**config.mk**
```make
export PLATFORM = sky130hd
export DESIGN_NAME = lcc_top
export DESIGN_NICKNAME = d
export VERILOG_FILES = /design/src/lcc_pulse_filter.v /design/src/lcc_top.v
export VERILOG_INCLUDE_DIRS = /design/src /design/src/src
export SDC_FILE = /design/constraint.sdc
export NUM_CORES = 1
export LEC_CHECK = 0
export BUFFER_PORTS_ARGS = -buffer_cell sky130_fd_sc_hd__buf_2
export CAP_MARGIN = 20
export CORE_UTILIZATION = 45
export CTS_BUF_LIST = sky130_fd_sc_hd__clkbuf_16
export DETAILED_ROUTE_END_ITERATION = 7
export MAX_ROUTING_LAYER = met4
export PLACE_DENSITY = 0.63
export SKIP_LAST_GASP = 1
export SLEW_MARGIN = 20
export SYNTH_ARGS = -nofsm -noshare
export SYNTH_HDL_FRONTEND = slang
export SYNTH_HIERARCHICAL = 1
export SYNTH_SLANG_ARGS = --single-unit
```
**constraint.sdc**
```tcl
create_clock -name CLOCK -period 2.8 [get_ports CLOCK]
set_clock_uncertainty 0.2 [all_clocks]
set_input_delay 0.42 -clock CLOCK [delete_from_list [all_inputs] [get_ports CLOCK]]
set_output_delay 0.42 -clock CLOCK [all_outputs]
set_load 0.02 [all_outputs]
```
**src/lcc_defs.vh**
```
`ifndef LCC_DEFS_VH
`define LCC_DEFS_VH
`define LCC_ADDR_GEN_CFG   8'h03
`define LCC_ADDR_TMO_CTRL  8'h04
`define LCC_GEN_CFG_RST    8'hF0
`define LCC_TMO_CTRL_RST   8'hFE
`define LCC_RSVD_MASK      8'h81
`define LCC_BIT_RSVD7      7
`define LCC_BIT_CHK_GEN    6
`define LCC_BIT_PULL_SEL   5
`define LCC_BIT_FILT_EN    4
`define LCC_BIT_FORWARD    3
`define LCC_BIT_AUTO_ACK   2
`define LCC_BIT_GATE_VALID 1
`define LCC_BIT_TMO_OFF    0
`define LCC_TMO_MSB        7
`define LCC_TMO_LSB        1
`define LCC_TMO_STEP_MS    2
`define LCC_CLK_MHZ        250
`define LCC_FILT_ONE_LANE  3'h2
`define LCC_FILT_TWO_LANE  3'h4
`endif

```
**src/lcc_pulse_filter.v**
```verilog
`timescale 1ns/1ps
// rejects pulses shorter than min_len cycles; output follows after a stable run
module lcc_pulse_filter (
  input  wire       CLOCK,
  input  wire       RST_N,
  input  wire       enable,
  input  wire [2:0] min_len,
  input  wire       din,
  output reg        dout
);
  reg [2:0] run_q;
  reg       last_q;

  always @(posedge CLOCK) begin
    if (!RST_N) begin
      run_q  <= 3'h0;
      last_q <= 1'b0;
      dout   <= 1'b0;
    end else begin
      last_q <= din;
      if (din != last_q) begin
        run_q <= 3'h1;
      end else if (run_q != 3'h7) begin
        run_q <= run_q + 3'h1;
      end
      if (!enable) begin
        dout <= din;
      end else if (din == last_q && ({1'b0, run_q} + 4'h1) >= {1'b0, min_len}) begin
        dout <= din;
      end
    end
  end
endmodule

```
**src/lcc_top.v**
```verilog
`timescale 1ns/1ps
`include "lcc_defs.vh"
//////////////////////////////////////////////////////////////////////////////
// Overview of operation
// - bit 6 set enables back-link check code generation; resets to one
// - bit 5 selects undriven-input pull: one pull-down, zero pull-up; resets one
// - bit 4 rejects short sync/valid pulses: 2 cycles one-lane, 4 two-lane
// - bit 3 forwards address-matched local I2C transactions to remote; resets zero
// - bit 2 acknowledges I2C writes regardless of forward-channel lock
// - protected partner: pixel data always gated by valid; bit 1 ignored
// - plain partner: pixels pass ungated unless bit 1 set
// - watchdog ends control-channel transaction exceeding interval in bits 7..1
// - interval unit is 2 ms; resets to all ones
// - watchdog bit 0 set disables watchdog; resets zero
//////////////////////////////////////////////////////////////////////////////
module lcc_top #(
  parameter PIX_W      = 24,
  parameter CYC_PER_MS = `LCC_CLK_MHZ * 1000
) (
  input  wire             CLOCK,
  input  wire             RST_N,
  input  wire [7:0]       REG_ADDR,
  input  wire             REG_WR,
  input  wire [7:0]       REG_WDATA,
  output reg  [7:0]       REG_RDATA,
  input  wire             TWO_LANE_MODE,
  input  wire             PARTNER_PROTECTED,
  input  wire             LINE_SYNC_IN,
  input  wire             FRAME_SYNC_IN,
  input  wire             DATA_VALID_STROBE_IN,
  input  wire [PIX_W-1:0] PIXEL_IN,
  output reg              LINE_SYNC_OUT,
  output reg              FRAME_SYNC_OUT,
  output reg              DATA_VALID_STROBE_OUT,
  output reg  [PIX_W-1:0] PIXEL_OUT,
  input  wire             I2C_ADDR_MATCH,
  input  wire             I2C_IS_WRITE,
  input  wire             FWD_LOCKED,
  output reg              I2C_FORWARD,
  output reg              I2C_AUTO_ACK,
  input  wire             CTRL_XACT_START,
  input  wire             CTRL_XACT_DONE,
  output reg              CTRL_XACT_ABORT,
  output reg              BACK_LINK_CHECK_GEN_ON,
  output reg              UNDRIVEN_INPUT_PULL_SEL
);
  localparam TMO_W = 32;
  localparam [TMO_W-1:0] STEP_CYC = `LCC_TMO_STEP_MS * CYC_PER_MS;

  reg  [7:0]       gen_cfg_q;
  reg  [7:0]       tmo_ctrl_q;
  reg              wd_busy_q;
  reg  [TMO_W-1:0] wd_cyc_q;
  reg  [6:0]       wd_units_q;
  wire [2:0]       min_len;
  wire             ls_f;
  wire             fs_f;
  wire             dv_f;
  wire             gate_on;
  wire [6:0]       tmo_count;

  //////////////////////////////////////////////////////////////////////////////
  // register file
  always @(posedge CLOCK) begin
    if (!RST_N) begin
      gen_cfg_q  <= `LCC_GEN_CFG_RST;
      tmo_ctrl_q <= `LCC_TMO_CTRL_RST;
    end else if (REG_WR) begin
      if (REG_ADDR == `LCC_ADDR_GEN_CFG) begin
        gen_cfg_q <= REG_WDATA;
      end
      if (REG_ADDR == `LCC_ADDR_TMO_CTRL) begin
        tmo_ctrl_q <= REG_WDATA;
      end
    end
  end

  always @(posedge CLOCK) begin
    if (!RST_N) begin
      REG_RDATA <= 8'h00;
    end else begin
      case (REG_ADDR)
        `LCC_ADDR_GEN_CFG:  REG_RDATA <= gen_cfg_q;
        `LCC_ADDR_TMO_CTRL: REG_RDATA <= tmo_ctrl_q;
        default:            REG_RDATA <= 8'h00;
      endcase
    end
  end

  //////////////////////////////////////////////////////////////////////////////
  // static controls
  always @(posedge CLOCK) begin
    if (!RST_N) begin
      BACK_LINK_CHECK_GEN_ON  <= 1'b1;
      UNDRIVEN_INPUT_PULL_SEL <= 1'b1;
      I2C_FORWARD             <= 1'b0;
      I2C_AUTO_ACK            <= 1'b0;
    end else begin
      BACK_LINK_CHECK_GEN_ON  <= gen_cfg_q[`LCC_BIT_CHK_GEN];
      UNDRIVEN_INPUT_PULL_SEL <= gen_cfg_q[`LCC_BIT_PULL_SEL];
      I2C_FORWARD  <= gen_cfg_q[`LCC_BIT_FORWARD] & I2C_ADDR_MATCH;
      I2C_AUTO_ACK <= I2C_IS_WRITE &
                      (gen_cfg_q[`LCC_BIT_AUTO_ACK] | FWD_LOCKED);
    end
  end

  //////////////////////////////////////////////////////////////////////////////
  // sync and valid filters
  assign min_len = TWO_LANE_MODE ? `LCC_FILT_TWO_LANE : `LCC_FILT_ONE_LANE;

  genvar gi;
  generate
    for (gi = 0; gi < 3; gi = gi + 1) begin : g_filt
      wire in_sig;
      wire out_sig;
      assign in_sig = (gi == 0) ? LINE_SYNC_IN :
                      (gi == 1) ? FRAME_SYNC_IN : DATA_VALID_STROBE_IN;
      lcc_pulse_filter u_filt (
        .CLOCK   (CLOCK),
        .RST_N   (RST_N),
        .enable  (gen_cfg_q[`LCC_BIT_FILT_EN]),
        .min_len (min_len),
        .din     (in_sig),
        .dout    (out_sig)
      );
    end
  endgenerate
  assign ls_f = g_filt[0].out_sig;
  assign fs_f = g_filt[1].out_sig;
  assign dv_f = g_filt[2].out_sig;

  //////////////////////////////////////////////////////////////////////////////
  // pixel gating
  assign gate_on = PARTNER_PROTECTED | gen_cfg_q[`LCC_BIT_GATE_VALID];

  always @(posedge CLOCK) begin
    if (!RST_N) begin
      LINE_SYNC_OUT         <= 1'b0;
      FRAME_SYNC_OUT        <= 1'b0;
      DATA_VALID_STROBE_OUT <= 1'b0;
      PIXEL_OUT             <= {PIX_W{1'b0}};
    end else begin
      LINE_SYNC_OUT         <= ls_f;
      FRAME_SYNC_OUT        <= fs_f;
      DATA_VALID_STROBE_OUT <= dv_f;
      PIXEL_OUT             <= (gate_on & ~dv_f) ? {PIX_W{1'b0}} : PIXEL_IN;
    end
  end

  //////////////////////////////////////////////////////////////////////////////
  // control channel watchdog
  assign tmo_count = tmo_ctrl_q[`LCC_TMO_MSB:`LCC_TMO_LSB];

  always @(posedge CLOCK) begin
    if (!RST_N) begin
      wd_busy_q       <= 1'b0;
      wd_cyc_q        <= {TMO_W{1'b0}};
      wd_units_q      <= 7'h00;
      CTRL_XACT_ABORT <= 1'b0;
    end else begin
      CTRL_XACT_ABORT <= 1'b0;
      if (CTRL_XACT_START) begin
        wd_busy_q  <= 1'b1;
        wd_cyc_q   <= {TMO_W{1'b0}};
        wd_units_q <= 7'h00;
      end else if (CTRL_XACT_DONE || tmo_ctrl_q[`LCC_BIT_TMO_OFF]) begin
        wd_busy_q  <= 1'b0;
        wd_cyc_q   <= {TMO_W{1'b0}};
        wd_units_q <= 7'h00;
      end else if (wd_busy_q) begin
        if (wd_cyc_q == STEP_CYC - 1) begin
          wd_cyc_q <= {TMO_W{1'b0}};
          if (wd_units_q + 7'h01 >= tmo_count) begin
            wd_busy_q       <= 1'b0;
            wd_units_q      <= 7'h00;
            CTRL_XACT_ABORT <= 1'b1;
          end else begin
            wd_units_q <= wd_units_q + 7'h01;
          end
        end else begin
          wd_cyc_q <= wd_cyc_q + 1'b1;
        end
      end
    end
  end
endmodule

```
==> impl_metrics.py, run 1 <==
metrics = {
    "floorplanning": {
        "die_h_um": 105,
        "core_region_area_um2": 10300,
        "io_pins": 93,
        "die_x_um": 105,
        "start_util": 0.462,
        "die_area_um2": 11000,
        "row_count": 37,
    },
    "timing": {
        "final.setup.tns_ps": 0,
        "finalWorstSetupSlack_ps": 233,
        "fmax_mhz": 390,
        "tightest_slew_ps": 638,
        "setup_viol": 0,
        "fin_crit_sh": 0.917,
        "slew_viol_final": 0,
        "hold_viol": 0,
        "holdWs_ps": 68.2,
        "layout_min_cycle_time_ps": 2570,
        "relSlewSlack": 0.571,
    },
    "synthesis": {
        "synth_edf_count": 0,
        "ys.flop_type": "dfxtp_1",
        "yosysTopAreaCellShare": 0.465,
        "avgSynthCellArea_um2": 9.27,
        "synth.ff_latch_count": 111,
        "yosysTopAreaCell": "dfxtp_1",
        "netlist_top_cells_count": "111 x dfxtp_1, 56 x nand2_1, 53 x nor2_1, 41 x nand3_1",
        "yosysUniqueCellTypes": 47,
        "synth_area_um2": 4770,
        "yosysMostFrequentCell": "dfxtp_1",
        "synthTopCellsByArea": "dfxtp_1 47%, ha_1 6.3%, xor2_1 5.3%",
        "synth_cells": 515,
        "yosysWarnings": 6,
        "async_reset_ff_frac": 0,
        "synth-seq-area-share": 0.465,
    },
    "layout": {
        "finalNetCount": 690,
        "seq_area_um2": 2220,
        "n_fill_cell": 960,
        "area_growth_pct": 19.6,
        "multiInputGateArea_um2": 2380,
        "num_antenna_cells": 0,
        "final_area_um2": 5710,
        "drive_gt1_frac": 0.215,
    },
    "critical_path": {
        "r2r_end": "wd_units_q[0]",
        "cp-startpoint": "wd_units_q[0]",
        "crit_arrival_ps": 2630,
        "ff2ff_path_depth": 10,
        "worstSetupStartpointType": "flop",
        "crit_type": "flop to flop",
        "cp.required_ps": 2870,
        "endpoint_kind": "flop",
        "r2r-start": "wd_units_q[0]",
        "rrSetupSlack_ps": 230,
        "cp_max_fo": 7,
    },
    "drt": {
        "via_count": 3795,
        "finalWirelength_um": 9440,
        "drc_errors": 0,
        "wire_per_inst_um": 12.5,
        "drt_iter0_markers": 94,
        "ant_nets": 0,
        "vias_per_cell": 5.03,
        "dr.pass1.iters": 4,
    },
    "worst_hold_path": {
        "hp-start": "PIXEL_IN[8]",
        "worstHoldPathType": "input pin to flop",
        "worstHoldPathCells": 2,
        "holdPathEnd": "PIXEL_OUT[8]",
    },
    "cts": {
        "clock-root-buffer": "clkbuf_16",
        "clk_path_buf_depth": 2,
        "tritoncts": "yes",
        "cts.sinks": 111,
        "cts_max_level": 3,
        "cts.repair.resized": 0,
        "clock_latency_ps": 340,
        "cts_buffers": 9,
        "postCtsHoldBufs": 0,
        "post_cts_buffers": 0,
        "cts.clk_slew.worst_paths_ps": 70,
    },
    "global_routing": {
        "use_met1": 0.227,
        "grt_max_degree": 44,
        "grt_use_met3": 0.0318,
        "antenna_found_initial": 0,
        "grt_pass1_wl_um": 16100,
        "grt-ovfl-total": 0,
        "grt_use_total": 0.185,
        "grt_pass1_vias": 3624,
        "busiest_layer": "met2",
        "gr-usage-met2": 0.306,
    },
    "power": {
        "p_total_uw": 3130,
        "peakVddDrop_v": 0.000283,
        "powerDensity_nw_per_um2": 548,
        "p_leak_uw": 0.00254,
    },
    "status": {
        "status": "completed",
    },
    "placement": {
        "dp_hpwl_um": 6820,
        "gp_congestion": 0.873,
        "placed_cell_area_um2": 5400,
        "io_buffers": 92,
        "pre_cts_ws_ps": 94.5,
    },
    "run": {
        "max-cap-violations": 0,
    },
}
-- state kept, by name (all words and copies together) (netlist names) --
name	cells
LINE_SYNC_OUT	1
tmo_ctrl_q	8
wd_busy_q	1
DATA_VALID_STROBE_OUT	1
g_filt.u_filt/run_q	9
UNDRIVEN_INPUT_PULL_SEL	1
wd_units_q	7
CTRL_XACT_ABORT	1
gen_cfg_q	8
g_filt.u_filt/last_q	3
I2C_AUTO_ACK	1
wd_cyc_q	32
BACK_LINK_CHECK_GEN_ON	1
REG_RDATA	8
FRAME_SYNC_OUT	1
g_filt.u_filt/dout	3
PIXEL_OUT	24
I2C_FORWARD	1
-- per-layer routing --
| metal | wire, µm | share of wire |
|---|---|---|
| met5 | 0 | 0 |
| met4 | 96 | 0.010 |
| met3 | 302 | 0.032 |
| met2 | 4630 | 0.49 |
| met1 | 4410 | 0.47 |
-- layout make-up --
class	instances	area share
inverter	27	0.0177
timing repair buffer	100	0.0933
clock inverter	7	0.0129
tap	136	0.0298
sequential	111	0.389
multi-input combinational	364	0.418
clock buffer	9	0.0394
-- where the power goes --
group	total [µW]	leakage (µW)	internal [µW]	switching (µW)
Clock	1280	0.000145	696	581
Combinational	225	0.00149	100	124
Sequential	1630	0.000902	1610	16.8
-- cell usage in the layout (no fill, tap or decap), types with 12 or more instances in the layout --
| cell type | synthesis | final |
|---|---|---|
| dfxtp_1 | 111 | 111 |
| buf_2 | 4 | 92 |
| nand2_1 | 56 | 56 |
| nor2_1 | 53 | 53 |
| nand3_1 | 41 | 40 |
| xor2_1 | 29 | 29 |
| and2_1 | 29 | 29 |
| inv_1 | 24 | 24 |
| ha_1 | 24 | 24 |
| nand4_1 | 16 | 16 |
| xnor2_1 | 12 | 12 |
-- worst max path at each step --
| stage | endpoint | slack, ps |
|---|---|---|
| 6_report | wd_units_q[0] | 230 |
| 5_1_grt | wd_units_q[3] | -10 |
| 4_1_cts | wd_units_q[5] | 70 |
| 3_5_place_dp | wd_units_q[0] | 90 |
| 3_3_place_gp | wd_units_q[0] | 300 |
| 2_1_floorplan | wd_units_q[0] | 340 |
-- cells by family after synthesis --
| group | share of synthesized area |
|---|---|
| simple gates | 0.264 |
| flops | 0.465 |
| buf+inv | 0.0388 |
| xor+xnor | 0.0752 |
| compound gates | 0.0721 |
| other cells | 0.000785 |
| fa+ha+maj | 0.0629 |
| mux | 0.0210 |
-- metrics by stage --
step | util | std cells
floorplan | - | 517
global placement | 0.523 | 738
CTS | 0.552 | 754
finish | 0.553 | 754
global route | 0.553 | 754
detailed placement | 0.523 | 738
-- critical path: stages (launching register included) --
cell and delay, ps:
dfxtp_1 420, ha_1 290, nand3_1 110, xor2_1 200, inv_1 70, ha_1 300, a211oi_1 220, nor2_1 90
a211oi_2 220, nand3_2 180, o21ai_0 200
Note: power is estimated with default switching activity, not from simulation.
==> inputs of run 2 (changes only) <==
--- a/config.mk
+++ b/config.mk
@@ -8,11 +8,13 @@
 export LEC_CHECK = 0
 export BUFFER_PORTS_ARGS = -buffer_cell sky130_fd_sc_hd__buf_2
 export CAP_MARGIN = 20
-export CORE_UTILIZATION = 45
+export CELL_PAD_IN_SITES_DETAIL_PLACEMENT = 2
+export CELL_PAD_IN_SITES_GLOBAL_PLACEMENT = 2
+export CORE_UTILIZATION = 33
 export CTS_BUF_LIST = sky130_fd_sc_hd__clkbuf_16
 export DETAILED_ROUTE_END_ITERATION = 7
 export MAX_ROUTING_LAYER = met4
-export PLACE_DENSITY = 0.63
+export PLACE_DENSITY = 0.74
 export SKIP_LAST_GASP = 1
 export SLEW_MARGIN = 20
 export SYNTH_ARGS = -nofsm -noshare
==> impl_metrics.py, run 2 (synthesis gave the netlist of run 1 again) <==
metrics = {
    "status": {
        "status": "completed",
    },
    "layout": {
        "n_fill_cell": 1576,
        "area_growth_pct": 21.0,
        "final_cell_mix": "111 x dfxtp_1, 92 x buf_2, 56 x nand2_1, 53 x nor2_1, 40 x nand3_1",
        "largest_reg_flops": 32,
        "layout_commonest_cell": "dfxtp_1",
        "regMostFlops": "wd_cyc_q",
        "num_antenna_cells": 0,
        "drive_gt1_frac": 0.218,
        "finalNetCount": 692,
        "multiInputGateArea_um2": 2390,
        "top_regs": "wd_cyc_q x32, PIXEL_OUT x24, g_filt.u_filt/run_q x9",
        "seq_area_um2": 2220,
        "finalCoreUtilization": 0.413,
    },
    "global_routing": {
        "antenna_found_initial": 0,
        "grt_use_total": 0.183,
        "grt-ovfl-total": 0,
        "grt_pass1_vias": 4314,
        "grt_max_degree": 40,
        "grt_pass1_wl_um": 20800,
    },
    "critical_path": {
        "cp.required_ps": 2880,
        "cp_max_fo": 7,
        "path_buf_inv": 1,
        "critPathSlowestCell": "dfxtp_1",
        "r2r_end": "wd_units_q[1]",
        "endpoint_kind": "flop",
        "worst_path_largest_cell_delay_ps": 430,
        "cp_top_family": "compound AO/OA/AOI/OAI gates",
        "crit_arrival_ps": 2640,
        "ff2ff_path_depth": 10,
        "crit_type": "flop to flop",
        "crit_path_cell_trace": "ha_2, nand3_1, xor2_1, inv_1, ha_1, a211oi_1, nor2_1, a211oi_2, nand3_2, o21ai_0",
        "r2r-start": "wd_units_q[0]",
        "worstSetupStartpointType": "flop",
        "rrSetupSlack_ps": 240,
    },
    "cts": {
        "cts_buffers": 9,
        "cts.clk_slew.worst_paths_ps": 80,
        "clock-root-buffer": "clkbuf_16",
        "clock_latency_ps": 360,
        "tritoncts": "yes",
        "cts.sinks": 111,
        "clk_path_buf_depth": 2,
        "cts_max_level": 3,
        "postCtsHoldBufs": 0,
    },
    "floorplanning": {
        "die_x_um": 122,
        "io_pins": 93,
        "start_util": 0.341,
        "core_region_area_um2": 14000,
        "die_h_um": 122,
        "row_count": 43,
        "die_area_um2": 15000,
    },
    "drt": {
        "ant_nets": 0,
        "wire_per_inst_um": 15.5,
        "drc_errors": 0,
        "vias_per_cell": 4.96,
        "dr.pass1.iters": 4,
        "finalWirelength_um": 12400,
        "drt_iter0_markers": 87,
        "via_count": 3969,
    },
    "timing": {
        "hold_viol": 0,
        "fin_crit_sh": 0.915,
        "final.setup.tns_ps": 0,
        "layout_min_cycle_time_ps": 2560,
        "fmax_mhz": 390,
        "rsz0062_at_grt": "false",
        "setup_viol": 0,
        "tightest_slew_ps": 573,
        "slew_viol_final": 0,
        "relSlewSlack": 0.618,
    },
    "power": {
        "combPwrFrac": 0.075,
        "internal-power_uw": 2340,
        "p_leak_uw": 0.00254,
        "powerDensity_nw_per_um2": 545,
        "p_sw_uw": 809,
        "p_seq_frac": 0.518,
        "peakVddDrop_v": 0.000287,
        "netSwitchingFraction": 0.257,
        "pwr-share-clk": 0.407,
    },
    "placement": {
        "gp_congestion": 0.814,
        "io_buffers": 92,
        "dp_hpwl_um": 9390,
    },
    "run": {
        "max-cap-violations": 0,
    },
    "worst_hold_path": {
        "worstHoldPathCells": 2,
        "worstHoldPathType": "input pin to flop",
        "holdPathEnd": "PIXEL_OUT[23]",
        "hp-start": "PIXEL_IN[23]",
    },
}
[run 2: changes by cell type in the layout (fill, tap and decap cells not counted), moves of 2 or more]
cell / change
buf_4: +2
clkinv_4: -2
inv_8: +2
clkinv_2: -2
[run 2: metrics by stage]
step / setup WS [ps] / hold slack (ps) / total power, µW / area (µm²) / instances
floorplan: 344 / 234 / 1800 / 4780 / 517
global placement: 188 / 254 / 1890 / 5470 / 784
CTS: 29.1 / 36.8 / 3210 / 5760 / 800
finish: 238 / 52.1 / 3150 / 5780 / 800
global route: 8.97 / 36.8 / 3300 / 5780 / 800
detailed placement: 75.1 / 256 / 1910 / 5470 / 784
[run 2: repair_timing]
item | in CTS | in global routing
resized for setup | 0 | 3
setup endpoints to repair | 0 | 8
setup buffers | 0 | 0
[run 2: worst max-delay path by stage]
stage / startpoint / to / slack, ps / depth (start not counted)
floorplan: wd_units_q[0] / wd_units_q[0] / 340 / 10
global placement: wd_units_q[0] / wd_units_q[4] / 190 / 10
detailed placement: wd_units_q[0] / wd_units_q[1] / 80 / 10
CTS: wd_units_q[0] / wd_units_q[1] / 30 / 10
global route: wd_units_q[0] / wd_units_q[0] / 9 / 10
finish: wd_units_q[0] / wd_units_q[1] / 240 / 10
[run 2: cell type report]
type	count	share of cell area
flip-flops and latches	111	0.385
clock buffers	9	0.0390
well taps	180	0.0390
inverters	27	0.0175
repair buffers	102	0.0949
multi-input cells	364	0.413
clock inverters	7	0.0117
[run 2: power by group through the flow]
stage          Sequential (µW)  Clock (µW)  Combinational (µW)
2_1_floorplan             1690           0                 112
3_3_place_gp              1670           0                 225
3_5_place_dp              1670           0                 240
4_1_cts                   1630        1340                 241
5_1_grt                   1640        1400                 263
6_report                  1630        1280                 236
[run 2: routing by layer]
metal  up-vias  GRT usage  wire (µm)
met1      1936      0.214       5480
li1       1949          -          -
met5         -          -          0
met3        14     0.0451        501
met4         0     0.0511        150
met2        70      0.310       6270
==> inputs of run 3 (changes only) <==
--- a/config.mk
+++ b/config.mk
@@ -15,6 +15,7 @@
 export DETAILED_ROUTE_END_ITERATION = 7
 export MAX_ROUTING_LAYER = met4
 export PLACE_DENSITY = 0.74
+export REMOVE_ABC_BUFFERS = 1
 export SKIP_LAST_GASP = 1
 export SLEW_MARGIN = 20
 export SYNTH_ARGS = -nofsm -noshare
==> impl_metrics.py, run 3 (synthesis gave the netlist of run 1 again) <==
metrics = {
    "drt": {
        "via_count": 4003,
        "drt_iter0_markers": 170,
        "drc_errors": 0,
        "finalWirelength_um": 12600,
        "wire_per_inst_um": 15.8,
        "ant_nets": 0,
        "dr.pass1.iters": 4,
        "vias_per_cell": 5.02,
    },
    "critical_path": {
        "worstSetupStartpointType": "flop",
        "path_buf_inv": 1,
        "cp_top_family": "compound AO/OA/AOI/OAI gates",
        "crit_path_cell_trace": "ha_2, nand3_1, xor2_1, inv_1, ha_1, a211oi_1, nor2_1, a211oi_2, nand3_2, o21ai_0",
        "cp.depth": 10,
        "worst_path_largest_cell_delay_ps": 430,
        "critPathSlowestCell": "dfxtp_1",
        "cp.required_ps": 2880,
        "cp_max_fo": 7,
        "ff2ff_path_depth": 10,
        "endpoint_kind": "flop",
        "crit_type": "flop to flop",
        "crit_arrival_ps": 2640,
    },
    "layout": {
        "finalNetCount": 691,
        "final_cell_mix": "111 x dfxtp_1, 92 x buf_2, 56 x nand2_1, 53 x nor2_1, 40 x nand3_1",
        "n_fill_cell": 1563,
        "num_antenna_cells": 0,
        "largest_reg_flops": 32,
        "regMostFlops": "wd_cyc_q",
        "top_regs": "wd_cyc_q x32, PIXEL_OUT x24, g_filt.u_filt/run_q x9",
        "drive_gt1_frac": 0.207,
        "layout_commonest_cell": "dfxtp_1",
        "area_growth_pct": 19.9,
        "instances_no_fill": 798,
    },
    "global_routing": {
        "grt-ovfl-total": 0,
        "antenna_found_initial": 0,
        "grt_pass1_vias": 4370,
        "grt_pass1_wl_um": 20900,
        "grt_use_total": 0.187,
        "grt_max_degree": 32,
    },
    "cts": {
        "cts.clk_slew.worst_paths_ps": 70,
        "clock_latency_ps": 350,
        "post_cts_buffers": 0,
        "cts.sinks": 111,
        "tritoncts": "yes",
        "clock-root-buffer": "clkbuf_16",
        "postCtsHoldBufs": 0,
        "cts_buffers": 9,
        "clk_path_buf_depth": 2,
        "cts.repair.resized": 0,
        "cts_max_level": 3,
    },
    "power": {
        "p_leak_uw": 0.00252,
        "peakVddDrop_v": 0.000290,
        "p_total_uw": 3010,
        "powerDensity_nw_per_um2": 525,
        "p_sw_uw": 708,
        "p_seq_frac": 0.543,
        "combPwrFrac": 0.079,
        "internal-power_uw": 2300,
        "pwr-share-clk": 0.378,
        "netSwitchingFraction": 0.236,
    },
    "timing": {
        "fin_crit_sh": 0.915,
        "layout_min_cycle_time_ps": 2560,
        "tightest_slew_ps": 753,
        "relSlewSlack": 0.493,
        "fmax_mhz": 390,
        "setup_viol": 0,
        "hold_viol": 0,
        "slew_viol_final": 0,
    },
    "floorplanning": {
        "row_count": 43,
        "die_area_um2": 15000,
        "die_x_um": 122,
        "die_h_um": 122,
        "start_util": 0.341,
        "core_region_area_um2": 14000,
        "io_pins": 93,
    },
    "worst_hold_path": {
        "worstHoldPathType": "input pin to flop",
        "worstHoldPathCells": 2,
    },
    "placement": {
        "dp_hpwl_um": 9540,
        "gp_congestion": 0.787,
        "dp_cells": 783,
        "io_buffers": 92,
    },
    "status": {
        "status": "completed",
    },
    "run": {
        "max-cap-violations": 0,
    },
}
==> run 3: area by class of cell <==
class | instances | area (µm²) | share of cell area
Multi-Input combinational cell | 364 | 2390 | 0.417
Sequential cell | 111 | 2220 | 0.388
Timing Repair Buffer | 101 | 541 | 0.0944
Clock buffer | 9 | 225 | 0.0393
Tap cell | 180 | 225 | 0.0393
Inverter | 27 | 101 | 0.0177
Clock inverter | 6 | 22.5 | 0.00393
==> run 3: path summary, 6_finish.rpt <==
check                          endpoint  slack, ps                  start
setup / recovery          wd_units_q[5]        240          wd_units_q[0]
hold / removal            PIXEL_OUT[13]         70           PIXEL_IN[13]
setup reg to reg          wd_units_q[5]        240          wd_units_q[0]
hold reg to reg   g_filt[1].u_filt/dout        260  g_filt[1].u_filt/dout
==> run 3: power by group through the flow <==
stage,Sequential [µW],Combinational (µW),Clock [µW]
floorplan,1690,97.7,0
global placement,1670,230,0
detailed placement,1670,241,0
CTS,1630,243,1190
global route,1640,268,1250
finish,1630,237,1140
==> run 3: worst register-to-register path: cells and delay by family, from the launching register on <==
| family | cells | cell delay [ps] |
|---|---|---|
| xor+xnor | 1 | 200 |
| flops | 1 | 430 |
| buf+inv | 1 | 70 |
| simple gates | 3 | 390 |
| compound gates | 3 | 630 |
| fa+ha+maj | 2 | 570 |
==> run 3: layer usage <==
| metal | part of all wire | track usage | wire, µm |
|---|---|---|---|
| met1 | 0.44 | 0.210 | 5510 |
| met4 | 0.014 | 0.0648 | 178 |
| met3 | 0.043 | 0.0353 | 549 |
| met5 | 0 | - | 0 |
| met2 | 0.51 | 0.329 | 6400 |
==> run 3: stage by stage <==
stage	setup slack, ps	hold WS, ps	setup TNS, ps	area (µm²)	util
global placement	238	241	0	5460	0.391
CTS	22.8	56.1	0	5710	0.408
floorplan	344	234	0	4700	-
finish	239	67.2	0	5720	0.409
detailed placement	45.8	254	0	5460	0.391
global route	-13.3	59.8	-13.3	5720	0.409
